==> config.mk <==
export PLATFORM = sky130hd
export DESIGN_NAME = hmdb_regs
export DESIGN_NICKNAME = d
export VERILOG_FILES = /design/src/hw/hmdb_pkg.sv /design/src/hw/hmdb_regs.sv
export SDC_FILE = /design/constraint.sdc
export NUM_CORES = 1
export LEC_CHECK = 0
export BUFFER_PORTS_ARGS = -buffer_cell sky130_fd_sc_hd__buf_2
export CORE_UTILIZATION = 33
export DETAILED_ROUTE_END_ITERATION = 7
export PLACE_DENSITY = 0.6
export SKIP_CTS_REPAIR_TIMING = 1
export SLEW_MARGIN = 5
export SYNTH_ARGS = -nofsm -noshare
export SYNTH_HDL_FRONTEND = slang
export SYNTH_SLANG_ARGS = --single-unit
==> constraint.sdc <==
create_clock -name MCLK_IN -period 2.34 [get_ports MCLK_IN]
set_input_delay 0 -clock MCLK_IN [delete_from_list [all_inputs] [get_ports MCLK_IN]]
set_output_delay 0 -clock MCLK_IN [all_outputs]
set_load 0.05 [all_outputs]
==> src/hw/hmdb_pkg.sv <==
// Package of the host message and doorbell register block.
// Assumes both access ports run on the one device clock.
package hmdb_pkg;

    // ------------------------------------------------------------
    // Register map
    // ------------------------------------------------------------
    localparam logic [31:0] HMDB_WIN_BASE    = 32'h0000_1300;
    localparam logic [31:0] HMDB_WIN_BYTES   = 32'h0000_0050;
    localparam logic [31:0] HMDB_IN_MSG0     = 32'h0000_1310;
    localparam logic [31:0] HMDB_IN_MSG1     = 32'h0000_1314;
    localparam logic [31:0] HMDB_OUT_MSG0    = 32'h0000_1318;
    localparam logic [31:0] HMDB_OUT_MSG1    = 32'h0000_131c;
    localparam logic [31:0] HMDB_IN_DB       = 32'h0000_1320;
    localparam logic [31:0] HMDB_IN_STAT     = 32'h0000_1324;
    localparam logic [31:0] HMDB_IN_MASK     = 32'h0000_1328;
    localparam logic [31:0] HMDB_OUT_DB      = 32'h0000_132c;
    localparam logic [31:0] HMDB_OUT_STAT    = 32'h0000_1330;
    localparam logic [31:0] HMDB_OUT_MASK    = 32'h0000_1334;

    // ------------------------------------------------------------
    // Field positions and reset values
    // ------------------------------------------------------------
    localparam int          HMDB_NMI_BIT     = 31;
    localparam int          HMDB_IS_DB_BIT   = 2;
    localparam int          HMDB_IS_NMI_BIT  = 3;
    localparam int          HMDB_OS_MSG_BIT  = 0;
    localparam int          HMDB_OS_DB_BIT   = 1;
    localparam logic [31:0] HMDB_RST_WORD    = 32'h0000_0000;
    localparam logic [3:0]  HMDB_RST_PINS_N  = 4'hf;
    localparam logic [3:0]  HMDB_IDX_NONE    = 4'hf;

    // ------------------------------------------------------------
    // Types
    // ------------------------------------------------------------
    typedef struct packed {
        logic        vld;
        logic        wr;
        logic [31:0] addr;
        logic [31:0] wdata;
    } hmdb_req_t;

    typedef struct packed {
        logic        vld;
        logic [31:0] rdata;
    } hmdb_rsp_t;

endpackage : hmdb_pkg

==> src/hw/hmdb_regs.sv <==
// Message and doorbell register block between a PCI agent and the local core.
// Assumes both request ports are driven by logic on MCLK_IN, one request a cycle.
//
// Functional notes
// - Registers reachable from PCI window (first 80 bytes) and core bus.
// - Ten 32-bit registers decoded at local addresses 1310h through 1334h.
// - Inbound message write sets status and core interrupt unless masked.
// - Inbound status bit 0 for message 0, bit 1 for message 1.
// - Outbound message write sets outbound status and PCI interrupt unless masked.
// - Inbound doorbell bit 31 drives the core NMI request.
// - Other doorbell bits drive the general core interrupt unless masked.
// - Inbound doorbell bits set only from PCI, cleared only from the core.
// - All inbound sources go to general line except NMI doorbell.
// - Status bit 3 mirrors doorbell bit 31 and clears with it.
// - Status bit 2 set while any non-NMI doorbell bit is set.
// - Inbound mask bits suppress the matching core interrupts.
// - Doorbell status bits are read-only in inbound status.
// - Core writes 1 to clear an inbound message status bit.
// - Doorbell cleared by writing 1; zeros leave bits unchanged.
// - PCI agent writes 1 to clear outbound message status.
// - PCI interrupt driven on the pin chosen by the pin setting.
`timescale 1ns/1ps

module hmdb_regs
    import hmdb_pkg::*;
(
    // Clock and reset
    input  wire logic        MCLK_IN,
    input  wire logic        RST_IN,
    // PCI side, address is the offset within the inbound window
    input  wire hmdb_req_t   PCI_REQ_IN,
    output hmdb_rsp_t        PCI_RSP_OUT,
    // Local core side, address is the local bus address
    input  wire hmdb_req_t   CORE_REQ_IN,
    output hmdb_rsp_t        CORE_RSP_OUT,
    // Interrupts
    input  wire logic [1:0]  INT_PIN_SEL_IN,
    output logic             CORE_IRQ_OUT,
    output logic             CORE_NMI_OUT,
    output logic [3:0]       PCI_INT_N_OUT
);

    // ------------------------------------------------------------
    // Decode
    // ------------------------------------------------------------
    // Index 0..9 follows the register order; anything else is unmapped.
    function automatic logic [3:0] reg_index(input logic [31:0] a);
        logic [31:0] d;
        d = a - HMDB_IN_MSG0;
        if (a < HMDB_IN_MSG0 || a > HMDB_OUT_MASK || a[1:0] != 2'b00) begin
            reg_index = HMDB_IDX_NONE;
        end else begin
            reg_index = d[5:2];
        end
    endfunction : reg_index

    logic [31:0] pci_local;
    logic [3:0]  pci_idx;
    logic [3:0]  core_idx;
    logic        pci_wr;
    logic        core_wr;

    always_comb begin
        pci_local = PCI_REQ_IN.addr + HMDB_WIN_BASE;
        if (PCI_REQ_IN.addr < HMDB_WIN_BYTES) begin
            pci_idx = reg_index(pci_local);
        end else begin
            pci_idx = HMDB_IDX_NONE;
        end
        core_idx = reg_index(CORE_REQ_IN.addr);
        pci_wr   = PCI_REQ_IN.vld & PCI_REQ_IN.wr;
        core_wr  = CORE_REQ_IN.vld & CORE_REQ_IN.wr;
    end

    // ------------------------------------------------------------
    // Register state
    // ------------------------------------------------------------
    logic [31:0] msg_q [4];
    logic [31:0] msg_d [4];
    logic [31:0] idb_q, idb_d;
    logic [31:0] odb_q, odb_d;
    logic [1:0]  in_msg_st_q, in_msg_st_d;
    logic        out_msg_st_q, out_msg_st_d;
    logic [3:0]  imask_q, imask_d;
    logic [1:0]  omask_q, omask_d;
    logic [31:0] istat;
    logic [31:0] ostat;

    always_comb begin
        istat = HMDB_RST_WORD;
        istat[1:0] = in_msg_st_q;
        istat[HMDB_IS_DB_BIT]  = |idb_q[HMDB_NMI_BIT-1:0];
        istat[HMDB_IS_NMI_BIT] = idb_q[HMDB_NMI_BIT];
        ostat = HMDB_RST_WORD;
        ostat[HMDB_OS_MSG_BIT] = out_msg_st_q;
        ostat[HMDB_OS_DB_BIT]  = |odb_q;
    end

    always_comb begin
        for (int k = 0; k < 4; k++) begin
            msg_d[k] = msg_q[k];
            // The core write is applied last, so it wins a same-cycle clash.
            if (pci_wr && pci_idx == 4'(k)) begin
                msg_d[k] = PCI_REQ_IN.wdata;
            end
            if (core_wr && core_idx == 4'(k)) begin
                msg_d[k] = CORE_REQ_IN.wdata;
            end
        end
        // Clears are applied before sets so an event in a clear cycle survives.
        idb_d = idb_q;
        if (core_wr && core_idx == 4'h4) begin
            idb_d = idb_d & ~CORE_REQ_IN.wdata;
        end
        if (pci_wr && pci_idx == 4'h4) begin
            idb_d = idb_d | PCI_REQ_IN.wdata;
        end
        odb_d = odb_q;
        if (pci_wr && pci_idx == 4'h7) begin
            odb_d = odb_d & ~PCI_REQ_IN.wdata;
        end
        if (core_wr && core_idx == 4'h7) begin
            odb_d = odb_d | CORE_REQ_IN.wdata;
        end
        in_msg_st_d = in_msg_st_q;
        if (core_wr && core_idx == 4'h5) begin
            in_msg_st_d = in_msg_st_d & ~CORE_REQ_IN.wdata[1:0];
        end
        for (int k = 0; k < 2; k++) begin
            if ((pci_wr && pci_idx == 4'(k)) || (core_wr && core_idx == 4'(k))) begin
                in_msg_st_d[k] = 1'b1;
            end
        end
        out_msg_st_d = out_msg_st_q;
        if (pci_wr && pci_idx == 4'h8 && PCI_REQ_IN.wdata[HMDB_OS_MSG_BIT]) begin
            out_msg_st_d = 1'b0;
        end
        if ((pci_wr && (pci_idx == 4'h2 || pci_idx == 4'h3)) ||
            (core_wr && (core_idx == 4'h2 || core_idx == 4'h3))) begin
            out_msg_st_d = 1'b1;
        end
        imask_d = imask_q;
        omask_d = omask_q;
        if (pci_wr && pci_idx == 4'h6) begin
            imask_d = PCI_REQ_IN.wdata[3:0];
        end
        if (core_wr && core_idx == 4'h6) begin
            imask_d = CORE_REQ_IN.wdata[3:0];
        end
        if (pci_wr && pci_idx == 4'h9) begin
            omask_d = PCI_REQ_IN.wdata[1:0];
        end
        if (core_wr && core_idx == 4'h9) begin
            omask_d = CORE_REQ_IN.wdata[1:0];
        end
    end

    always_ff @(posedge MCLK_IN) begin
        if (RST_IN) begin
            for (int k = 0; k < 4; k++) begin
                msg_q[k] <= HMDB_RST_WORD;
            end
            idb_q        <= HMDB_RST_WORD;
            odb_q        <= HMDB_RST_WORD;
            in_msg_st_q  <= '0;
            out_msg_st_q <= 1'b0;
            imask_q      <= '0;
            omask_q      <= '0;
        end else begin
            msg_q        <= msg_d;
            idb_q        <= idb_d;
            odb_q        <= odb_d;
            in_msg_st_q  <= in_msg_st_d;
            out_msg_st_q <= out_msg_st_d;
            imask_q      <= imask_d;
            omask_q      <= omask_d;
        end
    end

    // ------------------------------------------------------------
    // Read path and interrupt outputs
    // ------------------------------------------------------------
    // Reserved and unmapped locations read as zero; writes to them are dropped.
    function automatic logic [31:0] read_reg(input logic [3:0] idx);
        if (idx < 4'h4) begin
            read_reg = msg_q[idx[1:0]];
        end else if (idx == 4'h4) begin
            read_reg = idb_q;
        end else if (idx == 4'h5) begin
            read_reg = istat;
        end else if (idx == 4'h6) begin
            read_reg = {28'h000_0000, imask_q};
        end else if (idx == 4'h7) begin
            read_reg = odb_q;
        end else if (idx == 4'h8) begin
            read_reg = ostat;
        end else if (idx == 4'h9) begin
            read_reg = {30'h0000_0000, omask_q};
        end else begin
            read_reg = HMDB_RST_WORD;
        end
    endfunction : read_reg

    hmdb_rsp_t   pci_rsp_q, pci_rsp_d;
    hmdb_rsp_t   core_rsp_q, core_rsp_d;
    logic        irq_q, irq_d;
    logic        nmi_q, nmi_d;
    logic [3:0]  pins_n_q, pins_n_d;
    logic        pci_int;

    always_comb begin
        pci_rsp_d.vld    = PCI_REQ_IN.vld & ~PCI_REQ_IN.wr;
        pci_rsp_d.rdata  = pci_rsp_d.vld ? read_reg(pci_idx) : HMDB_RST_WORD;
        core_rsp_d.vld   = CORE_REQ_IN.vld & ~CORE_REQ_IN.wr;
        core_rsp_d.rdata = core_rsp_d.vld ? read_reg(core_idx) : HMDB_RST_WORD;
        irq_d   = |(istat[2:0] & ~imask_q[2:0]);
        nmi_d   = istat[HMDB_IS_NMI_BIT] & ~imask_q[HMDB_IS_NMI_BIT];
        pci_int = |(ostat[1:0] & ~omask_q);
        pins_n_d = HMDB_RST_PINS_N;
        pins_n_d[INT_PIN_SEL_IN] = ~pci_int;
    end

    always_ff @(posedge MCLK_IN) begin
        if (RST_IN) begin
            pci_rsp_q  <= '0;
            core_rsp_q <= '0;
            irq_q      <= 1'b0;
            nmi_q      <= 1'b0;
            pins_n_q   <= HMDB_RST_PINS_N;
        end else begin
            pci_rsp_q  <= pci_rsp_d;
            core_rsp_q <= core_rsp_d;
            irq_q      <= irq_d;
            nmi_q      <= nmi_d;
            pins_n_q   <= pins_n_d;
        end
    end

    assign PCI_RSP_OUT   = pci_rsp_q;
    assign CORE_RSP_OUT  = core_rsp_q;
    assign CORE_IRQ_OUT  = irq_q;
    assign CORE_NMI_OUT  = nmi_q;
    assign PCI_INT_N_OUT = pins_n_q;

    // ------------------------------------------------------------
    // Assertions
    // ------------------------------------------------------------
    property p_msg0_status;
        @(posedge MCLK_IN) disable iff (RST_IN)
        (core_wr && core_idx == 4'h0) |=> in_msg_st_q[0];
    endproperty
    a_msg0_status: assert property (p_msg0_status) else $error("message 0 status not set");

    property p_msg1_irq;
        @(posedge MCLK_IN) disable iff (RST_IN)
        (pci_wr && pci_idx == 4'h1 && !imask_q[1] && !imask_d[1]) |-> ##2 CORE_IRQ_OUT;
    endproperty
    a_msg1_irq: assert property (p_msg1_irq) else $error("message 1 irq missing");

    property p_irq_masked;
        @(posedge MCLK_IN) disable iff (RST_IN)
        ((istat[2:0] & ~imask_q[2:0]) == 3'h0) |=> !CORE_IRQ_OUT;
    endproperty
    a_irq_masked: assert property (p_irq_masked) else $error("masked irq asserted");

    property p_nmi_follow;
        @(posedge MCLK_IN) disable iff (RST_IN)
        (idb_q[HMDB_NMI_BIT] && !imask_q[3]) |=> CORE_NMI_OUT;
    endproperty
    a_nmi_follow: assert property (p_nmi_follow) else $error("nmi not raised");

    property p_core_no_set;
        @(posedge MCLK_IN) disable iff (RST_IN)
        !(pci_wr && pci_idx == 4'h4) |=> ((idb_q & ~$past(idb_q)) == 32'h0000_0000);
    endproperty
    a_core_no_set: assert property (p_core_no_set) else $error("doorbell set by core");

    property p_pci_no_clear;
        @(posedge MCLK_IN) disable iff (RST_IN)
        !(core_wr && core_idx == 4'h4) |=> ((~idb_q & $past(idb_q)) == 32'h0000_0000);
    endproperty
    a_pci_no_clear: assert property (p_pci_no_clear) else $error("doorbell cleared by pci");

    property p_db_status_ro;
        @(posedge MCLK_IN) disable iff (RST_IN)
        (core_wr && core_idx == 4'h5 && !pci_wr) |=> $stable(istat[3:2]);
    endproperty
    a_db_status_ro: assert property (p_db_status_ro) else $error("doorbell status cleared");

    property p_msg_clear;
        @(posedge MCLK_IN) disable iff (RST_IN)
        (core_wr && core_idx == 4'h5 && CORE_REQ_IN.wdata[0] && !(pci_wr && pci_idx == 4'h0))
        |=> !in_msg_st_q[0];
    endproperty
    a_msg_clear: assert property (p_msg_clear) else $error("message status not cleared");

    property p_out_pin;
        @(posedge MCLK_IN) disable iff (RST_IN)
        (core_wr && core_idx == 4'h2 && !omask_q[0] && !pci_wr) ##1 !pci_wr
        ##1 $stable(INT_PIN_SEL_IN) |-> !PCI_INT_N_OUT[INT_PIN_SEL_IN];
    endproperty
    a_out_pin: assert property (p_out_pin) else $error("pci pin not asserted");

    property p_msg_store;
        @(posedge MCLK_IN) disable iff (RST_IN)
        (pci_wr && pci_idx == 4'h0 && !(core_wr && core_idx == 4'h0))
        |=> msg_q[0] == $past(PCI_REQ_IN.wdata);
    endproperty
    a_msg_store: assert property (p_msg_store) else $error("message word lost");

endmodule : hmdb_regs

Word-level counts from Yosys, hierarchy flattened
Cells that the tools add are included.
{ "totals": {"ff_bits": 273, "word_cells": 173} }
{ "op_classes": {"add_sub_neg": 3, "order_cmp": 11, "n_eq_ne": 18, "mux": 46, "bitwise_logic": 27, "reduce_logical": 50} }
{ "ops": {"columns": ["op", "count"], "rows": [
  ["two-way mux 32 bit", 26],
  ["binary-select mux 32 bit (select 2 bit)", 2],
  ["AND 32 bit", 2],
  ["greater-than comparator 32 x 13 -> 1 bit (second input constant)", 2],
  ["less-than comparator 32 x 13 -> 1 bit (second input constant)", 2],
  ["NOT 32 bit", 2],
  ["OR 32 bit", 2],
  ["adder 32 x 13 -> 32 bit (second input constant)", 1],
  ["equality test 4 x 3 -> 1 bit (second input constant)", 8],
  ["less-than comparator 32 x 7 -> 1 bit (second input constant)", 1],
  ["OR reduction 32 bit", 1],
  ["OR reduction 31 bit", 1],
  ["logical AND 1 bit", 22],
  ["nonzero test 2 bit", 11],
  ["two-way mux 4 bit", 5],
  ["equality test 4 x 2 -> 1 bit (second input constant)", 4],
  ["equality test 4 bit (second input constant)", 4],
  ["two-way mux 2 bit", 7],
  ["subtractor 6 x 5 -> 6 bit (second input constant)", 2],
  ["logical OR 1 bit", 9],
  ["equality test 4 x 1 -> 1 bit (second input constant)", 2],
  ["logical NOT 4 bit", 2],
  ["less-than comparator 4 x 3 -> 1 bit (second input constant)", 2],
  [">= comparator 3 bit (second input constant)", 2],
  ["other kinds (15)", 33]
]} }

Longest topological paths before layout
Gate-level depths: netlist of the first run.
{ "logic_depth": {"ltp_word": 14, "ltp_mapped": 12, "mapped_depth_nobuf": 9} }

Worst setup path after synthesis of the first run
No wires, ideal clock.
{ "synth_timing": {"kind": "input to register", "start": "input PCI_REQ_IN[46] in the netlist's numbering", "end": "register msg_q[68] in the netlist's numbering", "arrival_time_ns": 2.396, "required_ns": 2.255, "slack_ns": -0.140, "cell_stages": 10, "n_path_buf": 3, "cell_sequence": "nor4_4 -> nand4_1 -> a2111oi_4 -> o2111ai_4 -> or4_1 -> clkbuf_1 -> and2_1 -> buf_6 -> buf_6 -> o31ai_2"} }
{ "synth_via": {"elab_chain_len": 9, "elab_cells_between_ends": 11} }
{ "synth_lines": {"columns": ["item", "line", "rtl"], "rows": [
  ["start: declaration", "hmdb_regs.sv:31", "input wire hmdb_req_t PCI_REQ_IN,"],
  ["adder 32 x 13 -> 32 bit", "hmdb_regs.sv:64", "pci_local = PCI_REQ_IN.addr + HMDB_WIN_BASE;"],
  ["less-than comparator 32 x 13 -> 1 bit or greater-than comparator 32 x 13 -> 1 bit (tied branches)", "hmdb_regs.sv:50", "if (a < HMDB_IN_MSG0 || a > HMDB_OUT_MASK || a[1:0] != 2'b00) begin"],
  ["logical OR 1 bit (2 in series)", "hmdb_regs.sv:50", null],
  ["two-way mux 4 bit", "hmdb_regs.sv:50", null],
  ["two-way mux 4 bit *", "hmdb_regs.sv:65", "if (PCI_REQ_IN.addr < HMDB_WIN_BYTES) begin"],
  ["equality test 4 x 1 -> 1 bit *", "hmdb_regs.sv:103", "if (pci_wr && pci_idx == 4'(k)) begin"],
  ["logical AND 1 bit *", "hmdb_regs.sv:103", null],
  ["nonzero test 2 bit (no source line) *", null, null],
  ["end signal: assignment", "hmdb_regs.sv:170", "msg_q <= msg_d;"],
  ["end: declaration", "hmdb_regs.sv:78", "logic [31:0] msg_q [4];"]
]} }
Mark *: on every way between the ends. The rest lies on a longest branch, timed or not.
A chain may end at the register's enable or synchronous reset.

Worst setup path after layout of the first run
{ "layout_timing": {"start": "register odb_q[13]", "end": "register core_rsp_q, in the netlist CORE_RSP_OUT[1]"} }
{ "layout_via": {"elab_chain_len": 7} }
{ "layout_lines": {"columns": ["item", "line", "rtl"], "rows": [
  ["start: declaration", "hmdb_regs.sv:81", "logic [31:0] odb_q, odb_d;"],
  ["start signal: assignment", "hmdb_regs.sv:164", "odb_q <= HMDB_RST_WORD;"],
  ["start signal: assignment", "hmdb_regs.sv:172", "odb_q <= odb_d;"],
  ["OR reduction 32 bit", "hmdb_regs.sv:96", "ostat[HMDB_OS_DB_BIT] = |odb_q;"],
  ["two-way mux 2 bit", "hmdb_regs.sv:195", "end else if (idx == 4'h8) begin"],
  ["two-way mux 32 bit", "hmdb_regs.sv:193", "end else if (idx == 4'h7) begin"],
  ["two-way mux 32 bit", "hmdb_regs.sv:191", "end else if (idx == 4'h6) begin"],
  ["two-way mux 32 bit", "hmdb_regs.sv:189", "end else if (idx == 4'h5) begin"],
  ["two-way mux 32 bit", "hmdb_regs.sv:187", "end else if (idx == 4'h4) begin"],
  ["two-way mux 32 bit", "hmdb_regs.sv:185", "if (idx < 4'h4) begin"],
  ["end signal: assignment", "hmdb_regs.sv:232", "core_rsp_q <= core_rsp_d;"],
  ["end: declaration", "hmdb_regs.sv:205", "hmdb_rsp_t core_rsp_q, core_rsp_d;"]
]} }
No other way between the ends.

==> impl_results.md, run 1 <==
* Status: finished, violations left
* Failing checks: DRC
* Max-slew headroom at 40.9%
* Post-synthesis cell count at between 1.5k and 2k
* Synth cell count leaders: 273 x dfxtp_1, 184 x nand2_1, 165 x mux2i_1, 132 x a221oi_1, 129 x clkbuf_1
* CP Launch Type: flop
* Hold slack at about 15 ps
* Pwr/cell area at 584 nW/um2
* Yosys Warn Count at 0
* Max VDD drop at around 0.0004 V
* Final #Nets at between 2k and 2.5k
* Min Tclk post-route at approximately 2200 ps
* Syn Area/Cell at about 8.8 um2
* 1st-iter DRT viols at about 1.6k
* Total Wirelength at 60900 um
* CTS tree: yes
* Top cells by area, synth: dfxtp_1 38%, mux2i_1 12%, a221oi_1 8.1%, nand2_1 4.8%, nand4_1 3.4%
* Place WS at -301 ps
* CP max-delay cell: nor4_2
* Worst skew pair latency at roughly 560 ps
* CP Cell Sequence: nor4_2 -> buf_4 -> nand4_1 -> nor2_1 -> buf_4 -> o21a_1 -> o311ai_0 -> a221oi_1 -> nor3_1
* Final Hold Fails at 0
* Met2 WL at between 20000 and 30000 um
* Sequential-to-total area share from yosys stat at between 30% and 40%
* Fraction of layout cells with a size suffix above 1 at 25.3%
* Final period util at between 90% and 100%
* IO Count at 208
* Routed length on met1 at 24700 um
* Vias in the first global route at roughly 15k
* Post-synth EDFFs at 0
* Cell variety after synth at 60
* Worst-path clk slew at around 60 ps
* Root Buffer: clkbuf_16
* Unrepaired setup endpoints after global routing: false
* Setup_tns at 0 ps
* Area share of the leading cell type in the synthesized netlist at approximately two fifths
* Max_cap viols at 0
* CP Max Fanout at 4
* Worst setup path category: reg -> reg
* Core Area at approximately 43000 um2
* Overflow left after global routing at 0
* Post-Synthesis Cell Area at approximately 14000 um2
* 1st-pass router iterations at 8
* Placed Instances at between 2k and 2.5k
* DR top layer: met4
* Vias per cell at 6.11
* Asr flop ratio synth at 0%
* Synth Register Bits at 273
* Gpl congestion at about 0.92
* Cells on worst reg2reg path at 9
* Synth area leader: dfxtp_1
* ANT nets after route at 0
* Clk buf depth at 3
* Antenna violations before repair at 0
* Max Slew Vio Count at 0
* Final Skew at around 25 ps
* Crit path DAT at about 2700 ps
* CTS Sinks at 273
* # H-tree levels at 2
* Leak at roughly 0.008 uW
* Total track usage at 26.8%
* Layout Cells excl Fill at between 2k and 3k
* Post-synthesis net count at ~1.8k
* Setup violators final at 0
* Drt drc at 7
* Met3 wire len at 5510 um
* Die ar. at approximately 44000 um2
* Hold Path Depth at 4
* Count leader, synth: dfxtp_1
* CP max stage delay at about 460 ps
* Pin count of the biggest net entering global routing at about 140
* Starting Density at 33.4%
* Port bufs at 207
* Hold Path Class: in -> reg
* Setup crit end kind: flop
* Util after Layout at 44.6%
* Area added between synthesis and finish at 33.6%
* CP Data Required Time at 2760 ps
* Inserted Clock Buffers at 34
* First-pass GRT wire length at between 90000 and 100000 um
* Fmax at approximately 450 MHz
* Die W at around 210 um
* DR vias at about 16k
* Die Height at roughly 210 um
* Slew @ Worst Pin at approximately 900 ps
* Setup ws final at just under 100 ps
* Rows at 76
* Most used DFF post-synth: dfxtp_1
* Most frequent cell on the critical path: buf_4
* DR WL/cell at 23.7 um
* Hpwl dp at about 40000 um
==> metal layers <==
layer | global-route usage (%) | up-vias
met5 | 0 | -
met4 | 13.3 | 0
met3 | 5.53 | 204
met2 | 42.7 | 905
met1 | 34.4 | 7589
li1 | - | 7023
==> metrics by stage <==
step	area [um2]	power, uW
floorplan	14400	5040
global placement	17300	5450
detailed placement	17300	5460
CTS	18500	11200
global route	19200	11500
finish	19200	11200
==> worst max-delay path, delay by kind of cell (launching register included) <==
kind            cells  cell delay, ps
flops               1             350
compound gates      3             570
simple gates        4             880
buf+inv             2             320
==> area by class of cell <==
class | instances | area, um2
diodes | 1 | 2.50
well taps | 585 | 732
repair buffers | 455 | 3450
clock buffers | 47 | 1010
inverters | 19 | 73.8
flip-flops and latches | 273 | 5470
fillers | 4289 | 23800
multi-input cells | 1177 | 8240
clock inverters | 14 | 201
==> layout by cell type, fill, tap and decap left out, drive strengths merged, types with 9 or more instances in the layout <==
cell	synthesis	final
a211oi	11	11
a21o	30	30
a21oi	40	40
a221oi	132	132
a22oi	57	57
a41o	33	33
and2	9	9
and3	13	13
buf	32	386
clkbuf	129	47
dfxtp	273	273
dlygate4sd3	0	69
inv	19	20
mux2i	165	165
nand2	184	184
nand3	18	18
nand4	79	79
nor2	93	93
nor3	42	42
nor4	29	29
o21ai	69	69
o22ai	31	31
o31ai	66	66
==> power by group <==
| group | switching [uW] | internal, uW | leakage, uW | total [uW] |
|---|---|---|---|---|
| sequential | 0.251 | 4650 | 0.00220 | 4650 |
| combinational | 512 | 306 | 0.00520 | 818 |
| clock | 2240 | 3480 | 0.000600 | 5730 |
==> kinds of logic (layout without fill, tap and decap cells) <==
group | count (synthesis) | in the layout | synth area share [%]
AOI/OAI and AO/OA | 509 | 509 | 27.9
buffers and inverters | 180 | 535 | 5.05
and+or+nand+nor | 496 | 496 | 16.9
muxes | 168 | 168 | 11.7
DFF | 273 | 273 | 38.1
other | 0 | 1 | 0
adders and majority gates | 4 | 4 | 0.349
==> path summary, 6_finish.rpt <==
kind	from	end	slack (ps)
setup / recovery	odb_q[13]	CORE_RSP_OUT[1]	100
hold / removal	CORE_REQ_IN[64]	in_msg_st_q[0]	20
setup reg to reg	odb_q[13]	CORE_RSP_OUT[1]	100
hold reg to reg	msg_q[41]	msg_q[41]	490
==> state kept, by name (all words and copies together), names as in the netlist <==
signal / cells
idb_q: 32
PCI_RSP_OUT: 33
CORE_IRQ_OUT: 1
odb_q: 32
omask_q: 2
CORE_RSP_OUT: 33
out_msg_st_q: 1
PCI_INT_N_OUT: 4
CORE_NMI_OUT: 1
imask_q: 4
msg_q: 128
in_msg_st_q: 2
(Power assumes the default switching activity.)
==> run 2: changes to the inputs <==
CTS_BUF_LIST = sky130_fd_sc_hd__clkbuf_8 sky130_fd_sc_hd__clkbuf_16   (was default)
==> run 2 against run 1 <==
Net effect:
- non-clock buffer count unchanged
- clock power about the same
- utilization unchanged
- critical endpoint unchanged
- count of clock-buffer cells in the layout down 3
- worst setup slack better by 8.8 ps
- maximum frequency up 0.39%
- sequential power about the same
- combinational power about the same
- largest power group unchanged
- cell count unchanged
- the flow finishes with violations (hold timing)
==> impl_results.md, run 2 (same netlist as run 1, synthesis figures left out) <==
* Min Tclk post-route at about 2200 ps
* Most frequent cells in the layout: 273 x dfxtp_1, 206 x buf_2, 182 x nand2_1
* Hold path start: CORE_REQ_IN[64]
* Slew @ Worst Pin at between 800 and 900 ps
* Drt drc at 0
* Setup_tns at 0 ps
* Port bufs at about 210
* Final Hold Fails at 1
* Inserted Clock Buffers at 34
* CP Max Fanout at 4
* Max VDD drop at 0.000401 V
* CTS Sinks at 273
* DR WL/cell at 23.7 um
* Crit path DAT at roughly 2700 ps
* 1st-iter DRT viols at approximately 1.6k
* Vias in the first global route at about 15k
* Status: finished, violations left
* Final #Nets at approximately 2.1k
* Commonest non-fill, non-tap cell in the layout: dfxtp_1
* Core Area at 43000 um2
* Clk buf depth at 3
* CP startpoint: odb_q[13]
* Util after Layout at between 40% and 50%
* Filler Cells Inserted at 4289
* Failing checks: hold timing
* Cells on worst reg2reg path at 9
* Instance area after placement at between 15000 and 20000 um2
* Top reg by flops: msg_q
* Hpwl dp at just under 40000 um
* IO Count at between 200 and 250
* Fraction of layout cells with a size suffix above 1 at around 25%
* Max_cap viols at 0
* R2R Path Start: odb_q[13]
* Vias per cell at approximately 6
* Max Slew Vio Count at 0
* Antenna violations before repair at 0
* Die W at 211 um
* Rows at between 70 and 80
* Pin count of the biggest net entering global routing at about 140
* Worst setup path category: reg -> reg
* Max reg flops at between 100 and 150
* 1st-pass router iterations at 5
* Final Skew at approximately 24 ps
* ANT nets after route at 0
* First-pass GRT wire length at around 90000 um
* Die ar. at 44300 um2
* Unrepaired setup endpoints after global routing: false
* Overflow left after global routing at 0
* CP Launch Type: flop
* Gpl congestion at 0.922
* CTS tree: yes
* # H-tree levels at 2
* Setup crit end kind: flop
* Leak at 0.00801 uW
* Final period util at a little over nine tenths
* Fmax at roughly 450 MHz
* Hold slack at -8.38 ps
* Finished Cell Area at approximately 19000 um2
* Area added between synthesis and finish at 33.6%
* Setup violators final at 0
* Total Wirelength at between 60000 and 70000 um
* R2R Setup Slk at 110 ps
* Total track usage at a little over a quarter
* DR vias at 15.7k
* Max-slew headroom at a little over two fifths
* Worst-path clk slew at 60 ps
* Pwr/cell area at roughly 600 nW/um2
* Hold Path Depth at 4
* Root Buffer: clkbuf_16
* CP Data Required Time at between 2000 and 3000 ps
* Reg-to-reg endpoint: CORE_RSP_OUT[1]
* Starting Density at between 30 and 40%
* Worst skew pair latency at between 500 and 600 ps
* Hold Path Class: in -> reg
* Worst hold endpoint: in_msg_st_q[0]
* Die Height at approximately 210 um
run 2: power breakdown:
| part | total [uW] | internal, uW | switching, uW |
|---|---|---|---|
| registers | 4650 | 4650 | 0.251 |
| clock network | 5710 | 3470 | 2240 |
| logic | 819 | 306 | 513 |
| total | 11200 | 8430 | 2760 |
run 2: layout make-up:
cell class,count,area [um2],share of cell area (%)
antenna,1,2.50,0.0131
clock buffer,44,1000,5.21
clock inverter,17,213,1.11
inverter,19,73.8,0.385
multi-input combinational,1177,8240,43.0
sequential,273,5470,28.5
tap,585,732,3.82
timing repair buffer,455,3450,18.0
run 2: per-layer routing:
metal / GRT usage, % / vias up / wire (um)
met5: 0 / - / 0
met1: 34.4 / 7603 / 24700
li1: - / 7024 / -
met4: 13.3 / 0 / 2580
met3: 5.53 / 187 / 5580
met2: 42.7 / 906 / 28100
run 2: worst max-delay path: stages (launching register included):
cell      delay, ps
dfxtp_1         350
nor4_2          460
buf_4           180
nand4_1         130
nor2_1          150
buf_4           140
o21a_1          130
o311ai_0        110
a221oi_1        330
nor3_1          120
run 2: how the worst max path moves through the flow:
stage               slack (ps)  depth (start not counted)               to
finish                     110                          9  CORE_RSP_OUT[1]
floorplan                    6                         10        msg_q[68]
detailed placement        -300                         11        msg_q[12]
global route                 4                         10   PCI_RSP_OUT[2]
global placement          -260                         14   PCI_RSP_OUT[2]
CTS                         40                          9  CORE_RSP_OUT[1]
run 2: per-stage QoR:
stage,instances,setup WS [ps],total power (uW)
5_1_grt,2570,3.95,11500
6_report,2571,105,11200
2_1_floorplan,1630,5.82,5040
3_3_place_gp,2440,-255,5450
4_1_cts,2501,38.1,11200
3_5_place_dp,2440,-301,5460
==> run 3: changes to the inputs <==
--- a/config.mk
+++ b/config.mk
@@ -7,8 +7,10 @@
 export LEC_CHECK = 0
 export BUFFER_PORTS_ARGS = -buffer_cell sky130_fd_sc_hd__buf_2
+export CELL_PAD_IN_SITES_DETAIL_PLACEMENT = 0
+export CELL_PAD_IN_SITES_GLOBAL_PLACEMENT = 1
 export CORE_UTILIZATION = 33
 export CTS_BUF_LIST = sky130_fd_sc_hd__clkbuf_8 sky130_fd_sc_hd__clkbuf_16
 export DETAILED_ROUTE_END_ITERATION = 7
-export PLACE_DENSITY = 0.6
+export PLACE_DENSITY = 0.73
 export SKIP_CTS_REPAIR_TIMING = 1
 export SLEW_MARGIN = 5
==> constraint.sdc (replaced) <==
create_clock -name MCLK_IN -period 2.34 [get_ports MCLK_IN]
set_input_delay 0 -clock MCLK_IN [delete_from_list [all_inputs] [get_ports MCLK_IN]]
set_output_delay 0 -clock MCLK_IN [all_outputs]
set_load 0.005 [all_outputs]
==> run 3 against run 2 <==
Net effect:
- maximum frequency is 1.3% lower
- power fell by 6.5%
- utilization down 0.22 points
- wire length grew 0.47%
- worst setup slack worse by 29 ps
- critical path type unchanged
- largest cell class unchanged
- sequential share of layout area up 0.14 points
- combinational power is 0.5% lower
- via count down 0.73%
- cell area shrank 0.50%
- first-iteration DRC count up 3.7%
- largest power group unchanged
- the flow now finishes without violations
- clock power is 13% lower
- clock skew fell by 9.3 ps
==> impl_results.md, run 3 (same netlist as run 1, synthesis figures left out) <==
* Worst-path clk slew at roughly 60 ps
* Filler Cells Inserted at about 4.3k
* Setup crit end kind: flop
* Leak at between 0.007 and 0.008 uW
* Multi-input combinational cell area at 8250 um2
* CP Launch Type: flop
* FF+latch area at roughly 5500 um2
* Status: finished, final reports clean
* Rows at 76
* Util after Layout at between 40 and 50%
* Gpl congestion at a little over 0.9
* Unrepaired setup endpoints after global routing: false
* ANT nets after route at 0
* Commonest non-fill, non-tap cell in the layout: dfxtp_1
* Starting Density at 33.4%
* Root Buffer: clkbuf_16
* Vias per cell at around 6
* Hpwl dp at 39500 um
* CP startpoint: idb_q[7]
* DR vias at 15.6k
* Overflow left after global routing at 0
* Pwr/cell area at approximately 550 nW/um2
* CP Max Fanout at 4
* Most frequent cells in the layout: 273 x dfxtp_1, 206 x buf_2, 182 x nand2_1
* Place WS at -346 ps
* Total track usage at 26.9%
* Setup ws final at about 76 ps
* Worst setup path category: reg -> reg
* Max reg flops at approximately 130
* Hold Path Class: in -> reg
* Die W at 211 um
* Max_cap viols at 0
* 1st-pass router iterations at 7
* Vias in the first global route at between 10k and 15k
* Max-slew headroom at between 30% and 40%
* Antenna violations before repair at 0
* 1st-iter DRT viols at around 1.7k
* Final Hold Fails at 0
* Die Height at 211 um
* Fmax at between 400 and 500 MHz
* Final period util at 96.8%
* CTS tree: yes
* Final #Nets at between 2k and 2.5k
* Slew @ Worst Pin at between 900 and 1000 ps
* Die ar. at 44300 um2
* # H-tree levels at 2
* First-pass GRT wire length at 91800 um
* Fraction of layout cells with a size suffix above 1 at between 20% and 30%
* Area added between synthesis and finish at 32.9%
* Port bufs at a little over 200
* Inserted Clock Buffers at 34
* Min Tclk post-route at approximately 2300 ps
* Top reg by flops: msg_q
* IO Count at roughly 210
* Drt drc at 0
* Max VDD drop at around 0.0004 V
* R2R Path Start: idb_q[7]
* Pin count of the biggest net entering global routing at between 100 and 150
* Clk buf depth at 3
* DR WL/cell at approximately 24 um
* Ant. Diodes at 0
* CP Data Required Time at 2780 ps
* Final Skew at around 15 ps
* CTS Sinks at around 270
* Setup violators final at 0
* Core Area at 43000 um2
* Hold path start: CORE_REQ_IN[64]
* Worst skew pair latency at 540 ps
* Crit path DAT at between 2000 and 3000 ps
* Max Slew Vio Count at 0
* Total Wirelength at just over 60000 um
-- run 3: metal layers --
| metal | up-vias | track usage [%] | part of all wire (%) |
|---|---|---|---|
| met5 | - | 0 | 0 |
| met4 | 0 | 10.8 | 3.7 |
| met3 | 167 | 5.04 | 8.6 |
| met2 | 879 | 42.9 | 46 |
| met1 | 7571 | 35.8 | 42 |
| li1 | 6988 | - | - |
-- run 3: power breakdown --
group	internal, uW	switching, uW	leakage [uW]	total (uW)
Sequential	4650	0.272	0.00220	4650
Combinational	305	510	0.00520	815
Clock	2910	2080	0.000530	4990
-- run 3: metrics by stage --
step	hold WS, ps	cell area, um2	setup TNS [ps]	power (uW)	cells
2_1_floorplan	61.9	14400	0	5040	1630
3_3_place_gp	196	17300	-25660	5450	2438
3_5_place_dp	199	17300	-33620	5460	2438
4_1_cts	-351	18400	0	10400	2490
5_1_grt	65.4	19100	0	10800	2559
6_report	29.5	19100	0	10500	2559
-- run 3: layout make-up --
| class | count | share of cell area (%) |
|---|---|---|
| inverters | 19 | 0.387 |
| multi-input cells | 1177 | 43.2 |
| clock buffers | 42 | 5.10 |
| repair buffers | 453 | 18.5 |
| well taps | 585 | 3.84 |
| flip-flops and latches | 273 | 28.7 |
| clock inverters | 10 | 0.262 |
-- run 3: path summary, 6_finish.rpt --
check                                  endpoint  depth (start not counted)  slack (ps)
worst max register to register  CORE_RSP_OUT[2]                          9          80
worst min-delay path             in_msg_st_q[0]                          4          30
worst max-delay path            CORE_RSP_OUT[2]                          9          80
worst min register to register        msg_q[39]                          2         490
-- run 3: worst max-delay path, cell delays in order, from the launching register on --
cell	delay [ps]
dfxtp_1	380
nor4_1	440
buf_4	190
nand4_1	160
nor2_1	260
nor2_1	90
a211oi_2	270
buf_4	150
a211oi_1	40
buf_4	180
